==> config.mk <==
export PLATFORM = sky130hd
export DESIGN_NAME = uiac_core
export DESIGN_NICKNAME = d
export VERILOG_FILES = /design/src/hw/uiac_pkg.sv /design/src/hw/uiac_core.sv /design/src/hw/uiac_ep_valid.sv
export VERILOG_INCLUDE_DIRS = /design/src /design/src/hw
export SDC_FILE = /design/constraint.sdc
export NUM_CORES = 1
export LEC_CHECK = 0
export ABC_AREA = 1
export BUFFER_PORTS_ARGS = -buffer_cell sky130_fd_sc_hd__buf_2
export CELL_PAD_IN_SITES_DETAIL_PLACEMENT = 1
export CELL_PAD_IN_SITES_GLOBAL_PLACEMENT = 1
export CORE_ASPECT_RATIO = 0.7
export CORE_UTILIZATION = 41
export DETAILED_ROUTE_END_ITERATION = 8
export PLACE_DENSITY = 0.92
export SLEW_MARGIN = 20
export SYNTH_ARGS = -nofsm -noshare
export SYNTH_HDL_FRONTEND = slang
export SYNTH_HIERARCHICAL = 1
export SYNTH_SLANG_ARGS = --single-unit
==> constraint.sdc <==
create_clock -name mclk_in -period 3.5 [get_ports mclk_in]
set_input_delay 0.35 -clock mclk_in [delete_from_list [all_inputs] [get_ports mclk_in]]
set_output_delay 0.35 -clock mclk_in [all_outputs]
set_load 0.005 [all_outputs]
==> src/hw/uiac_defs.svh <==
// Offsets, field positions, reset values and limits of the interface bookkeeping block
`ifndef UIAC_DEFS_SVH
`define UIAC_DEFS_SVH
`define UIAC_ADDR_W          16
`define UIAC_OFF_DESC_CTRL   16'h40e8
`define UIAC_OFF_MODE_STAT   16'h40f0
`define UIAC_OFF_IF_COUNT    16'h4100
`define UIAC_OFF_ALT_LINK    16'h4104
`define UIAC_OFF_ALT_STATE   16'h4108
`define UIAC_OFF_EP1_MAP     16'h410c
`define UIAC_OFF_EP2_MAP     16'h4110
`define UIAC_OFF_IF_ALT0     16'h4140
`define UIAC_IF_ALT_STEP     16'h0004
`define UIAC_RST_8           8'h00
`define UIAC_DESC_BIT        6
`define UIAC_MAX_PACKET_FLAG_BIT       4
`define UIAC_DEFAULT_RESPONSE_FLAG_BIT        3
`define UIAC_CONFIGURED_FLAG_BIT        2
`define UIAC_EXTRA_INTERFACES_ENABLE_BIT       7
`define UIAC_FIVE_IF0_BIT    3
`define UIAC_FIVE_EN_BIT     0
`define UIAC_TWO_IF0_BIT     7
`define UIAC_TWO_EN_BIT      4
`define UIAC_IF_COUNT_MASK   8'h83
`define UIAC_DESC_MASK       8'h40
`define UIAC_NUM_IF          5
`define UIAC_LAST_IF         3'h4
`define UIAC_FIVE_LAST_ALT   3'h4
`define UIAC_CFG_ON          8'h01
`define UIAC_CFG_OFF         8'h00
`define UIAC_EP_ZERO         4'h0
`define UIAC_EP_ONE          4'h1
`define UIAC_EP_TWO          4'h2
`endif

==> src/hw/uiac_pkg.sv <==
// Types shared by the interface bookkeeping block
package uiac_pkg;
    typedef enum logic [2:0] {
        UIAC_REQ_SET_CONFIG,
        UIAC_REQ_GET_IF,
        UIAC_REQ_SET_IF,
        UIAC_REQ_GET_DESC_CFG,
        UIAC_REQ_EP_FEATURE
    } uiac_req_t;
endpackage

==> src/hw/uiac_core.sv <==
// Configuration, interface and alternate-setting bookkeeping of the USB function controller
//
// The address-and-strobe port was left to the implementer.
`timescale 1ns/1ps
`default_nettype none
`include "uiac_defs.svh"
module uiac_core
    import uiac_pkg::*;
(
    input  wire logic       mclk_in,
    input  wire logic       reset_n_in,
    input  wire logic       soft_reset_in,
    input  wire logic [15:0] reg_addr_in,
    input  wire logic [7:0] reg_wdata_in,
    input  wire logic       reg_wr_in,
    input  wire logic       reg_rd_in,
    output logic      [7:0] reg_rdata_out,
    input  wire logic       bus_reset_in,
    input  wire logic       desc_hw_set_in,
    input  wire logic       max_packet_set_in,
    input  wire logic       req_valid_in,
    input  wire uiac_req_t  req_code_in,
    input  wire logic [7:0] req_value_in,
    input  wire logic [7:0] req_index_in,
    output logic            req_ack_out,
    output logic            req_stall_out,
    output logic            req_fw_out,
    output logic      [7:0] req_data_out,
    input  wire logic       tok_valid_in,
    input  wire logic [3:0] tok_ep_in,
    output logic            tok_accept_out,
    output logic            configured_out,
    output logic            ep_one_valid_out,
    output logic            ep_two_valid_out
);
    logic       clr;
    logic       configured_flag_reg;
    logic       default_response_flag_reg;
    logic       max_packet_flag_reg;
    logic       force_descriptor_to_firmware_reg;
    logic [7:0] active_interface_count_reg;
    logic [7:0] alt_setting_link_reg;
    logic [2:0] five_series_state_reg;
    logic       two_series_state_reg;
    logic [7:0] ep_one_interface_map_reg;
    logic [7:0] ep_two_interface_map_reg;
    logic [2:0] if_alt_reg [0:`UIAC_NUM_IF-1];
    logic [2:0] max_if;
    logic       five_ok;
    logic       two_ok;
    logic [2:0] five_if;
    logic [2:0] two_if;
    logic [2:0] req_if;
    logic [2:0] req_alt;
    logic       if_ok;
    logic       set_if_ok;
    logic       ep1_valid;
    logic       ep2_valid;
    logic       ep_req_ok;
    logic       cfg_req;
    logic       set_if_go;
    logic [7:0] rdata_next;

    // Controller soft reset returns everything except reg_rdata_out to its power-up state
    assign clr = !reset_n_in || soft_reset_in;

    // Valid interface ceiling
    always_comb
    begin
        if (active_interface_count_reg[`UIAC_EXTRA_INTERFACES_ENABLE_BIT])
            max_if = {1'b0, active_interface_count_reg[1:0]} + 3'h1;
        else
            max_if = 3'h0;
    end

    // Series links: link-to-zero overrides the interface field
    assign five_if = alt_setting_link_reg[`UIAC_FIVE_IF0_BIT] ? 3'h0
                   : {1'b0, alt_setting_link_reg[2:1]} + 3'h1;
    assign two_if  = alt_setting_link_reg[`UIAC_TWO_IF0_BIT] ? 3'h0
                   : {1'b0, alt_setting_link_reg[6:5]} + 3'h1;
    // Out-of-range link behaves as a disabled series
    assign five_ok = alt_setting_link_reg[`UIAC_FIVE_EN_BIT] && (five_if <= max_if);
    assign two_ok  = alt_setting_link_reg[`UIAC_TWO_EN_BIT] && (two_if <= max_if);

    // Upper index bits must be zero, so a large wIndex never aliases a real interface
    assign req_if  = req_index_in[2:0];
    assign if_ok   = (req_index_in[7:3] == 5'h00) && (req_if <= max_if);
    assign req_alt = req_value_in[2:0];

    // Allowed alternate for the addressed interface
    always_comb
    begin
        if (!if_ok || (req_value_in[7:3] != 5'h00))
            set_if_ok = 1'b0;
        else if (five_ok && (five_if == req_if))
            set_if_ok = (req_alt <= `UIAC_FIVE_LAST_ALT);
        else if (two_ok && (two_if == req_if))
            set_if_ok = (req_alt <= 3'h1);
        else
            set_if_ok = (req_alt == 3'h0);
    end

    uiac_ep_valid u_ep_one
    (
        .map_in        (ep_one_interface_map_reg),
        .configured_in (configured_flag_reg),
        .max_if_in     (max_if),
        .five_ok_in    (five_ok),
        .five_if_in    (five_if),
        .five_st_in    (five_series_state_reg),
        .two_ok_in     (two_ok),
        .two_if_in     (two_if),
        .two_st_in     (two_series_state_reg),
        .valid_out     (ep1_valid)
    );

    uiac_ep_valid u_ep_two
    (
        .map_in        (ep_two_interface_map_reg),
        .configured_in (configured_flag_reg),
        .max_if_in     (max_if),
        .five_ok_in    (five_ok),
        .five_if_in    (five_if),
        .five_st_in    (five_series_state_reg),
        .two_ok_in     (two_ok),
        .two_if_in     (two_if),
        .two_st_in     (two_series_state_reg),
        .valid_out     (ep2_valid)
    );

    assign ep_one_valid_out = ep1_valid;
    assign ep_two_valid_out = ep2_valid;
    assign configured_out   = configured_flag_reg;

    // Feature/status request target: endpoint in wIndex low nibble
    always_comb
    begin
        ep_req_ok = 1'b0;
        if (req_index_in[3:0] == `UIAC_EP_ZERO)
            ep_req_ok = 1'b1;
        else if (req_index_in[3:0] == `UIAC_EP_ONE)
            ep_req_ok = ep1_valid;
        else if (req_index_in[3:0] == `UIAC_EP_TWO)
            ep_req_ok = ep2_valid;
    end

    // Token acceptance is combinational so the packet engine can answer in time
    always_comb
    begin
        tok_accept_out = 1'b0;
        if (tok_valid_in && default_response_flag_reg)
        begin
            if (tok_ep_in == `UIAC_EP_ZERO)
                tok_accept_out = 1'b1;
            else if (configured_flag_reg)
                tok_accept_out = ((tok_ep_in == `UIAC_EP_ONE) && ep1_valid)
                              || ((tok_ep_in == `UIAC_EP_TWO) && ep2_valid);
        end
    end

    assign cfg_req   = req_valid_in && (req_code_in == UIAC_REQ_SET_CONFIG);
    assign set_if_go = req_valid_in && (req_code_in == UIAC_REQ_SET_IF) && set_if_ok;

    // Configured flag; a SET_CONFIGURATION of 0 or 1 in the bus-reset cycle wins
    always_ff @(posedge mclk_in)
    begin
        if (clr)
            configured_flag_reg <= 1'b0;
        else if (cfg_req && (req_value_in == `UIAC_CFG_ON))
            configured_flag_reg <= 1'b1;
        else if (cfg_req && (req_value_in == `UIAC_CFG_OFF))
            configured_flag_reg <= 1'b0;
        else if (bus_reset_in)
            configured_flag_reg <= 1'b0;
    end

    always_ff @(posedge mclk_in)
    begin
        if (clr)
            default_response_flag_reg <= 1'b0;
        else if (bus_reset_in)
            default_response_flag_reg <= 1'b1;
    end

    // Survives bus reset by design
    always_ff @(posedge mclk_in)
    begin
        if (clr)
            max_packet_flag_reg <= 1'b0;
        else if (max_packet_set_in)
            max_packet_flag_reg <= 1'b1;
    end

    // Descriptor routing bit: firmware write beats the hardware set
    always_ff @(posedge mclk_in)
    begin
        if (clr)
            force_descriptor_to_firmware_reg <= 1'b0;
        else if (reg_wr_in && (reg_addr_in == `UIAC_OFF_DESC_CTRL))
            force_descriptor_to_firmware_reg <= reg_wdata_in[`UIAC_DESC_BIT];
        else if (desc_hw_set_in)
            force_descriptor_to_firmware_reg <= 1'b1;
    end

    // Firmware configuration registers
    always_ff @(posedge mclk_in)
    begin
        if (clr)
        begin
            active_interface_count_reg <= `UIAC_RST_8;
            alt_setting_link_reg       <= `UIAC_RST_8;
            ep_one_interface_map_reg   <= `UIAC_RST_8;
            ep_two_interface_map_reg   <= `UIAC_RST_8;
        end
        else if (reg_wr_in)
        begin
            if (reg_addr_in == `UIAC_OFF_IF_COUNT)
                active_interface_count_reg <= reg_wdata_in & `UIAC_IF_COUNT_MASK;
            if (reg_addr_in == `UIAC_OFF_ALT_LINK)
                alt_setting_link_reg <= reg_wdata_in;
            if (reg_addr_in == `UIAC_OFF_EP1_MAP)
                ep_one_interface_map_reg <= reg_wdata_in;
            if (reg_addr_in == `UIAC_OFF_EP2_MAP)
                ep_two_interface_map_reg <= reg_wdata_in;
        end
    end

    // Selected alternates; bus reset returns every interface to setting 0
    always_ff @(posedge mclk_in)
    begin
        if (clr || bus_reset_in)
        begin
            five_series_state_reg <= 3'h0;
            two_series_state_reg  <= 1'b0;
            for (int i = 0; i < `UIAC_NUM_IF; i++)
                if_alt_reg[i] <= 3'h0;
        end
        else if (set_if_go)
        begin
            if_alt_reg[req_if] <= req_alt;
            if (five_ok && (five_if == req_if))
                five_series_state_reg <= req_alt;
            else if (two_ok && (two_if == req_if))
                two_series_state_reg <= req_alt[0];
        end
    end

    // Request answers, one-cycle pulses after the request
    always_ff @(posedge mclk_in)
    begin
        if (clr)
        begin
            req_ack_out   <= 1'b0;
            req_stall_out <= 1'b0;
            req_fw_out    <= 1'b0;
            req_data_out  <= 8'h00;
        end
        else
        begin
            req_ack_out   <= 1'b0;
            req_stall_out <= 1'b0;
            req_fw_out    <= 1'b0;
            req_data_out  <= 8'h00;
            if (req_valid_in)
            begin
                unique case (req_code_in)
                    UIAC_REQ_SET_CONFIG:
                    begin
                        req_ack_out   <= (req_value_in <= `UIAC_CFG_ON);
                        req_stall_out <= (req_value_in > `UIAC_CFG_ON);
                    end
                    UIAC_REQ_GET_IF:
                    begin
                        req_ack_out   <= if_ok;
                        req_stall_out <= !if_ok;
                        if (if_ok)
                            req_data_out <= {5'h00, if_alt_reg[req_if]};
                    end
                    UIAC_REQ_SET_IF:
                    begin
                        req_ack_out   <= set_if_ok;
                        req_stall_out <= !set_if_ok;
                    end
                    UIAC_REQ_GET_DESC_CFG:
                    begin
                        req_fw_out  <= force_descriptor_to_firmware_reg;
                        req_ack_out <= !force_descriptor_to_firmware_reg;
                    end
                    UIAC_REQ_EP_FEATURE:
                    begin
                        req_ack_out   <= ep_req_ok;
                        req_stall_out <= !ep_req_ok;
                    end
                    default:
                    begin
                        req_stall_out <= 1'b1;
                    end
                endcase
            end
        end
    end

    // Register read path, data in the cycle after the strobe
    always_comb
    begin
        rdata_next = 8'h00;
        unique case (reg_addr_in)
            `UIAC_OFF_DESC_CTRL: rdata_next = {1'b0, force_descriptor_to_firmware_reg, 6'h00};
            `UIAC_OFF_MODE_STAT: rdata_next = {1'b0, force_descriptor_to_firmware_reg, 1'b0,
                                               max_packet_flag_reg, default_response_flag_reg,
                                               configured_flag_reg, 2'h0};
            `UIAC_OFF_IF_COUNT:  rdata_next = active_interface_count_reg;
            `UIAC_OFF_ALT_LINK:  rdata_next = alt_setting_link_reg;
            `UIAC_OFF_ALT_STATE: rdata_next = {4'h0, five_series_state_reg, two_series_state_reg};
            `UIAC_OFF_EP1_MAP:   rdata_next = ep_one_interface_map_reg;
            `UIAC_OFF_EP2_MAP:   rdata_next = ep_two_interface_map_reg;
            default:
            begin
                for (int i = 0; i < `UIAC_NUM_IF; i++)
                    if (reg_addr_in == `UIAC_OFF_IF_ALT0 + 16'(i) * `UIAC_IF_ALT_STEP)
                        rdata_next = {5'h00, if_alt_reg[i]};
            end
        endcase
    end

    always_ff @(posedge mclk_in)
    begin
        if (!reset_n_in)
            reg_rdata_out <= 8'h00;
        else if (reg_rd_in)
            reg_rdata_out <= rdata_next;
        else
            reg_rdata_out <= 8'h00;
    end
endmodule
`default_nettype wire

==> src/hw/uiac_ep_valid.sv <==
// Validity of one data endpoint from its map register and the selected alternate settings
`timescale 1ns/1ps
`default_nettype none
module uiac_ep_valid
(
    input  wire logic [7:0] map_in,
    input  wire logic       configured_in,
    input  wire logic [2:0] max_if_in,
    input  wire logic       five_ok_in,
    input  wire logic [2:0] five_if_in,
    input  wire logic [2:0] five_st_in,
    input  wire logic       two_ok_in,
    input  wire logic [2:0] two_if_in,
    input  wire logic       two_st_in,
    output logic            valid_out
);
    logic [2:0] link;
    logic [2:0] ifn;
    logic       linked;
    logic       alt_ok;

    assign link = map_in[7:5];
    // 110 and 111 never link, whatever the alternate-enable bits hold
    assign linked = (link != 3'h0) && (link <= 3'h5);
    assign ifn = link - 3'h1;

    always_comb
    begin
        alt_ok = 1'b1;
        if (five_ok_in && (five_if_in == ifn))
        begin
            // Setting 0 is always allowed, settings 1-4 need their enable bit
            if (five_st_in != 3'h0)
                alt_ok = map_in[five_st_in[1:0] - 2'h1];
        end
        else if (two_ok_in && (two_if_in == ifn))
        begin
            if (two_st_in)
                alt_ok = map_in[4];
        end
    end

    // Only a configured device has live data endpoints
    assign valid_out = configured_in && linked && (ifn <= max_if_in) && alt_ok;
endmodule
`default_nettype wire

---- Word-level counts from Yosys, hierarchy flattened ----
Memories as Yosys holds them, arrays and structs flattened. A register that Yosys moved wholly into a read port is not among the register bits.
Cells that the tools add are included.
storage, ports and cells
  output and inout bits ................... 23
  bits in writable memories ............... 15
  latch bits .............................. 0
  bits of input ports ..................... 57
  memory bits (read-only) ................. 0
  logic and storage cells ................. 170
  memories kept ........................... 1
  bits in registers ....................... 51
memories
  memory      depth  width  read ports  clocked after Yosys merged registers in  wr ports  RTL line         RTL
  if_alt_reg  5      3      6           1                                        5         uiac_core.sv:47  logic [2:0] if_alt_reg [0:`UIAC_NUM_IF-1];
operators by class
  multiply operators ...................... 0
  muxes and demuxes ....................... 45
  reduce and logical (&&, ||, !) cells .... 59
  divide/modulo/power cells ............... 0
  equality and inequality tests ........... 27
  magnitude comparators ................... 12
  bitwise logic cells ..................... 5
  add/subtract/negate cells ............... 6
  shift operators ......................... 0
operator list
  cell                  count
  $eq 16x15->1 const B  12
  $pmux 8 s7            1
  $mux 8                4
  $mux 1                30
  $logic_and 1x1->1     26
  $eq 3x3->1            6
  $mux 3                6
  $le 3x3->1            5
  $reduce_and 2->1      6
  $reduce_bool 3->1     4
  $pmux 1 s5            2
  $add 2x1->3 const B   3
  $le 3x3->1 const B    3
  $reduce_or 3->1       3
  $eq 4x1->1 const B    2
  $eq 4x2->1 const B    2
  $eq 8x1->1 const B    1
  $gt 8x1->1 const B    1
  $le 8x1->1 const B    1
  $logic_not 4->1       2
  $logic_not 8->1       1
  $eq 3x2->1 const B    2
  $logic_not 3->1       2
  $sub 3x1->3 const B   2
  other kinds (15)      27

---- Logic depth before layout (Yosys ltp) ----
  depth after elaboration ................. 14
  depth in mapped cells ................... 22
  mapped depth without buffers ............ 22

---- Hierarchy ----
The synthesis kept the hierarchy.
modules (own cells, without submodules)
  module         area an instance (sq um)  cells each  instances  sequential area each (sq um)
  uiac_core      4063.9                    552         1          1701.6
  uiac_ep_valid  382.9                     77          2          0.0

---- Worst setup path after synthesis ----
OpenSTA, ideal clock, no wires.
  path type ............................... register to output
  start point ............................. register alt_setting_link_reg[1]
  end point ............................... output port tok_accept_out
  stages on the path, launching flop included .. 20
  required time ........................... 3.150 ns
  arrival ................................. 2.433 ns
  path slack .............................. 0.717 ns
  cell sequence ........................... dfxtp_1 ha_1 inv_1 nor2_1 ha_1 nand2_1 o21ai_0 nand2_1 nand2_1 inv_1 nand2_1 nor2_1 nand2_1 nor2_2 nor2_1 nor2_1 nand2_1 a21oi_1 nor2_1 nor4_1
between the ends
  word-level cells in the longest chain between the ends .. 12
  elaborated cells on any way between the ends .. 18
RTL lines
  item                        RTL line             RTL
  start, declared             uiac_core.sv:42      logic [7:0] alt_setting_link_reg;
  start signal, assigned      uiac_core.sv:211     alt_setting_link_reg <= `UIAC_RST_8;
  start signal, assigned      uiac_core.sv:220     alt_setting_link_reg <= reg_wdata_in;
  $add 2x1->3                 uiac_core.sv:78      : {1'b0, alt_setting_link_reg[2:1]} + 3'h1;
  $mux 3                      uiac_core.sv:77      assign five_if = alt_setting_link_reg[`UIAC_FIVE_IF0_BIT] ? 3'h0
  named net five_if[1]        uiac_core.sv:51      logic [2:0] five_if;
  $le 3x3->1                  uiac_core.sv:82      assign five_ok = alt_setting_link_reg[`UIAC_FIVE_EN_BIT] && (five_if <= max_if);
  $logic_and 1x1->1           uiac_core.sv:82
  named net five_ok           uiac_core.sv:49      logic five_ok;
  $logic_and 1x1->1           uiac_ep_valid.sv:30  if (five_ok_in && (five_if_in == ifn))
  $mux 1                      uiac_ep_valid.sv:30
  $logic_and 1x1->1           uiac_ep_valid.sv:44  assign valid_out = configured_in && linked && (ifn <= max_if_in) && alt_ok;
  named net ep_two_valid_out  uiac_core.sv:34      output logic ep_two_valid_out
  $logic_and 1x1->1           uiac_core.sv:157     || ((tok_ep_in == `UIAC_EP_TWO) && ep2_valid);
  $logic_or 1x1->1            uiac_core.sv:156     tok_accept_out = ((tok_ep_in == `UIAC_EP_ONE) && ep1_valid)
  $mux 1                      uiac_core.sv:155     else if (configured_flag_reg)
  $mux 1                      uiac_core.sv:153     if (tok_ep_in == `UIAC_EP_ZERO)
  $mux 1                      uiac_core.sv:151     if (tok_valid_in && default_response_flag_reg)
  end, declared               uiac_core.sv:31      output logic tok_accept_out,
The timed path passes the listed nets, and every way through them passes these cells.

---- Worst setup path in the final report ----
  start point ............................. register alt_setting_link_reg[5]
  end point ............................... register req_ack_out
between the ends
  word-level cells in the longest chain between the ends .. 12
  elaborated cells on any way between the ends .. 23
RTL lines
  item                   RTL line             RTL
  $add 2x1->3 (*)        uiac_core.sv:80      : {1'b0, alt_setting_link_reg[6:5]} + 3'h1;
  $mux 3 (*)             uiac_core.sv:79      assign two_if = alt_setting_link_reg[`UIAC_TWO_IF0_BIT] ? 3'h0
  named net two_if[1]    uiac_core.sv:52      logic [2:0] two_if;
  $le 3x3->1 (*)         uiac_core.sv:83      assign two_ok = alt_setting_link_reg[`UIAC_TWO_EN_BIT] && (two_if <= max_if);
  $logic_and 1x1->1 (*)  uiac_core.sv:83
  named net two_ok       uiac_core.sv:50      logic two_ok;
  $logic_and 1x1->1      uiac_ep_valid.sv:36  else if (two_ok_in && (two_if_in == ifn))
  $mux 1                 uiac_ep_valid.sv:36
  $mux 1                 uiac_ep_valid.sv:30
  $logic_and 1x1->1      uiac_ep_valid.sv:44
  $mux 1                 uiac_core.sv:143     else if (req_index_in[3:0] == `UIAC_EP_TWO)
  $mux 1                 uiac_core.sv:141     else if (req_index_in[3:0] == `UIAC_EP_ONE)
  $mux 1                 uiac_core.sv:139     if (req_index_in[3:0] == `UIAC_EP_ZERO)
  $pmux 1 s5 (*)         uiac_core.sv:266     unique case (req_code_in)
  end signal, assigned   uiac_core.sv:269     req_ack_out <= (req_value_in <= `UIAC_CFG_ON);
  end signal, assigned   uiac_core.sv:274     req_ack_out <= if_ok;
  end signal, assigned   uiac_core.sv:281     req_ack_out <= set_if_ok;
  end, declared          uiac_core.sv:25      output logic req_ack_out,
Mark *: on every way through the listed nets, which the timed path passes. The rest lies on a longest branch.
A chain may end at the register's enable or synchronous reset.

==> flow_summary.yaml <==
sta:
  finalSetupViolations: 0
  slew_headroom: 0.270
  finalHoldViolations: 0
  worst_pin_slew_ns: 1.09
  rsz0062_at_grt: "yes"
  fin_crit_sh: 0.983
  finClkSkew_ns: 0.00867
  final_max_slew_viol_count: 0
  fmax_ghz: 0.291
  post-route-min-period_ns: 3.44
  hold_ws_ns: 0.267
critical_path:
  required_ns: 3.72
  rr_startpoint: "alt_setting_link_reg[5]$_SDFFE_PP0P_"
  r2r-end: "req_ack_out$_SDFF_PP0_"
  cp_slowest_cell: "o2111ai_1"
  cp_common_cell: "nand2_1"
  cp.arrival_ns: 3.66
  endpoint_kind: "flop"
  critPathMaxFanout: 5
  worst_setup_path_start_kind: "flop"
  worstPathCellList: "ha_4 -> nand2_2 -> inv_2 -> ha_4 -> nand3_1 -> nand2_1 -> nand2_1 -> nand2_2 -> inv_1 -> nand2_1 -> nor2_1 -> nand3_1 -> nor2_1 -> nand2_1 -> nor2_1 -> nor2_2 -> buf_4 -> o2111ai_1 -> o21ai_0 -> nor3_1 -> a21oi_1"
  worstRegToRegCells: 21
  critPathMaxStageDelay_ns: 0.36
  crit_type: "reg2reg"
  ff2ff_setup_slack_ns: 0.06
clock_tree:
  cts_tree: "done"
  cts_made_buffers: 9
  hold_buffers: 0
  clk_pin_slew_worst_paths_ns: 0.06
  cts_max_path_buffers: 2
  cts_sinks: 73
  cts-root-buf: "clkbuf_16"
  clkLatencyLatePin_ns: 0.35
  htreeDepth: 3
pwr:
  sw_frac_of_total: 0.248
  leakagePower_uw: 0.00257
  power.density_nw_per_um2: 338
  power_frac_seq: 0.445
  peakVddDrop_uv: 208
  intPower_uw: 1500
  p_sw_uw: 494
  clock_power_share: 0.478
  p_comb_frac: 0.077
place:
  portBuffers: 74
  dp_hpwl_mm: 14.0
  place_congestion: 0.941
  place_area_um2: 5360
synth:
  postSynthAreaPerCell_um2: 6.84
  yosys_warnings: 6
  synth_edf_count: 24
  ys_types: 43
  synth.ff_latch_count: 73
  yosysSeqAreaShare: 0.352
  syn_area_um2: 4830
  async_reset_ff_frac: 0
  postSynthCellCount: 706
  synth-main-ff-cell: "dfxtp_1"
drt:
  totalWireLength_mm: 19.6
  met1_length_mm: 7.89
  ant_nets: 0
  avgViaCountPerCell: 5.75
  dr.pass1.iters: 5
  drt-wirelength-per-cell_um: 20.6
  route.vias.total: 5472
  top_layer: "met5"
  wl_met2_mm: 9.12
  wl_met3_mm: 1.74
  drt_iter0_drc: 512
  drc: 0
cells_and_area:
  final_nets: 876
  regArea_um2: 1720
  fin_area_um2: 5880
  n_antenna_cell: 0
  final_cell_mix: "nand2_1, nor2_1, inv_1"
  multi_input_area_um2: 2740
  syn_to_final_growth_pct: 21.8
  largest_reg_flops: 24
  n_fill_cell: 1472
  post-route-util: 0.523
  drive_gt1_frac: 0.219
  final_common_cell: "nand2_1"
hold_path:
  holdPathEnd: "max_packet_flag_reg$_SDFFE_PP0P_"
  hp-start: "max_packet_set_in"
  whs_path_depth: 3
  min_path_type: "in2reg"
floorplanning:
  die_w_um: 132
  core_area_um2: 11300
  dieArea_um2: 12200
  initial_core_util: 0.429
  fp.dieH_um: 92.8
  ios: 80
  placement_rows: 32
global_route:
  grt_pass1_vias: 5521
  grt_first_pass_wirelength_mm: 28.8
  antenna_found_initial: 1
  grt.total_usage: 0.308
  grt_max_degree: 23
  grt-ovfl-total: 0
job:
  cap_violations: 0
status:
  status: "completed"
==> metrics by stage <==
stage | total power, uW | setup slack, ns | cells | TNS [ns]
3_5_place_dp | 1050 | 0.233 | 929 | 0
4_1_cts | 1970 | 0.0228 | 945 | 0
6_report | 1990 | 0.0586 | 951 | 0
2_1_floorplan | 970 | 0.717 | 710 | 0
3_3_place_gp | 1040 | 0.485 | 929 | 0
5_1_grt | 2030 | -0.153 | 951 | -0.171
==> cells by family after synthesis <==
| group | count (synthesis) | synth area share |
|---|---|---|
| simple gates | 357 | 0.327 |
| buf+inv | 139 | 0.115 |
| compound gates | 107 | 0.132 |
| flops | 73 | 0.352 |
| fa+ha+maj | 26 | 0.0674 |
| xor+xnor | 3 | 0.00544 |
| other cells | 1 | 0.000776 |
==> layout make-up <==
type                       count  area share
timing repair buffer          86      0.0783
clock buffer                  11      0.0413
multi-input combinational    498       0.466
tap                          153      0.0325
sequential                    73       0.292
inverter                     125      0.0802
clock inverter                 5     0.00936
==> layer usage <==
metal | vias up | track usage
li1 | 2467 | -
met5 | - | 0
met4 | 2 | 0.125
met1 | 2598 | 0.383
met2 | 319 | 0.525
met3 | 86 | 0.0575
==> power groups by stage <==
stage | logic (uW) | clock network (uW) | registers, uW
after floorplan | 67.8 | 0 | 902
after global placement | 135 | 0 | 904
after detailed placement | 144 | 0 | 904
after CTS | 147 | 939 | 886
after global routing | 166 | 977 | 885
final | 154 | 950 | 885
==> critical path, delay by kind of cell (launching register included) <==
kind	cells	cell delay (ns)
buf+inv	3	0.38
compound gates	3	0.65
fa+ha+maj	2	0.52
flops	1	0.35
simple gates	13	1.41
==> cells in the mapped netlist, types with 5 or more instances <==
master	count	area, um2
ha_1	26	325
nand3_2	5	50.1
nor3_1	15	75.1
buf_4	5	37.5
inv_1	116	435
inv_2	9	33.8
a211oi_1	20	150
a21oi_1	23	115
o22ai_1	9	56.3
nor2_1	129	484
nand2_1	134	503
edfxtp_1	24	721
o21ai_1	5	25.0
dfxtp_1	49	981
nand2_2	11	68.8
o21ai_0	37	185
nand3_1	41	205
==> worst max path at each step <==
stage / end / cells past startpoint / slack, ns / start
after floorplan: tok_accept_out / 19 / 0.72 / alt_setting_link_reg[1]$_SDFFE_PP0P_
after global placement: tok_accept_out / 20 / 0.49 / alt_setting_link_reg[1]$_SDFFE_PP0P_
after detailed placement: tok_accept_out / 20 / 0.23 / alt_setting_link_reg[1]$_SDFFE_PP0P_
after CTS: tok_accept_out / 20 / 0.02 / alt_setting_link_reg[1]$_SDFFE_PP0P_
after global routing: tok_accept_out / 20 / -0.15 / alt_setting_link_reg[1]$_SDFFE_PP0P_
final: req_ack_out$_SDFF_PP0_ / 21 / 0.06 / alt_setting_link_reg[5]$_SDFFE_PP0P_
==> repair_timing <==
item,4_1_cts,5_1_grt
setup endpoints to repair,1,2
gates cloned,0,0
pin swaps,0,15
setup buffers,0,6
resized for setup,2,43
Note: power is estimated with default switching activity, not from simulation.
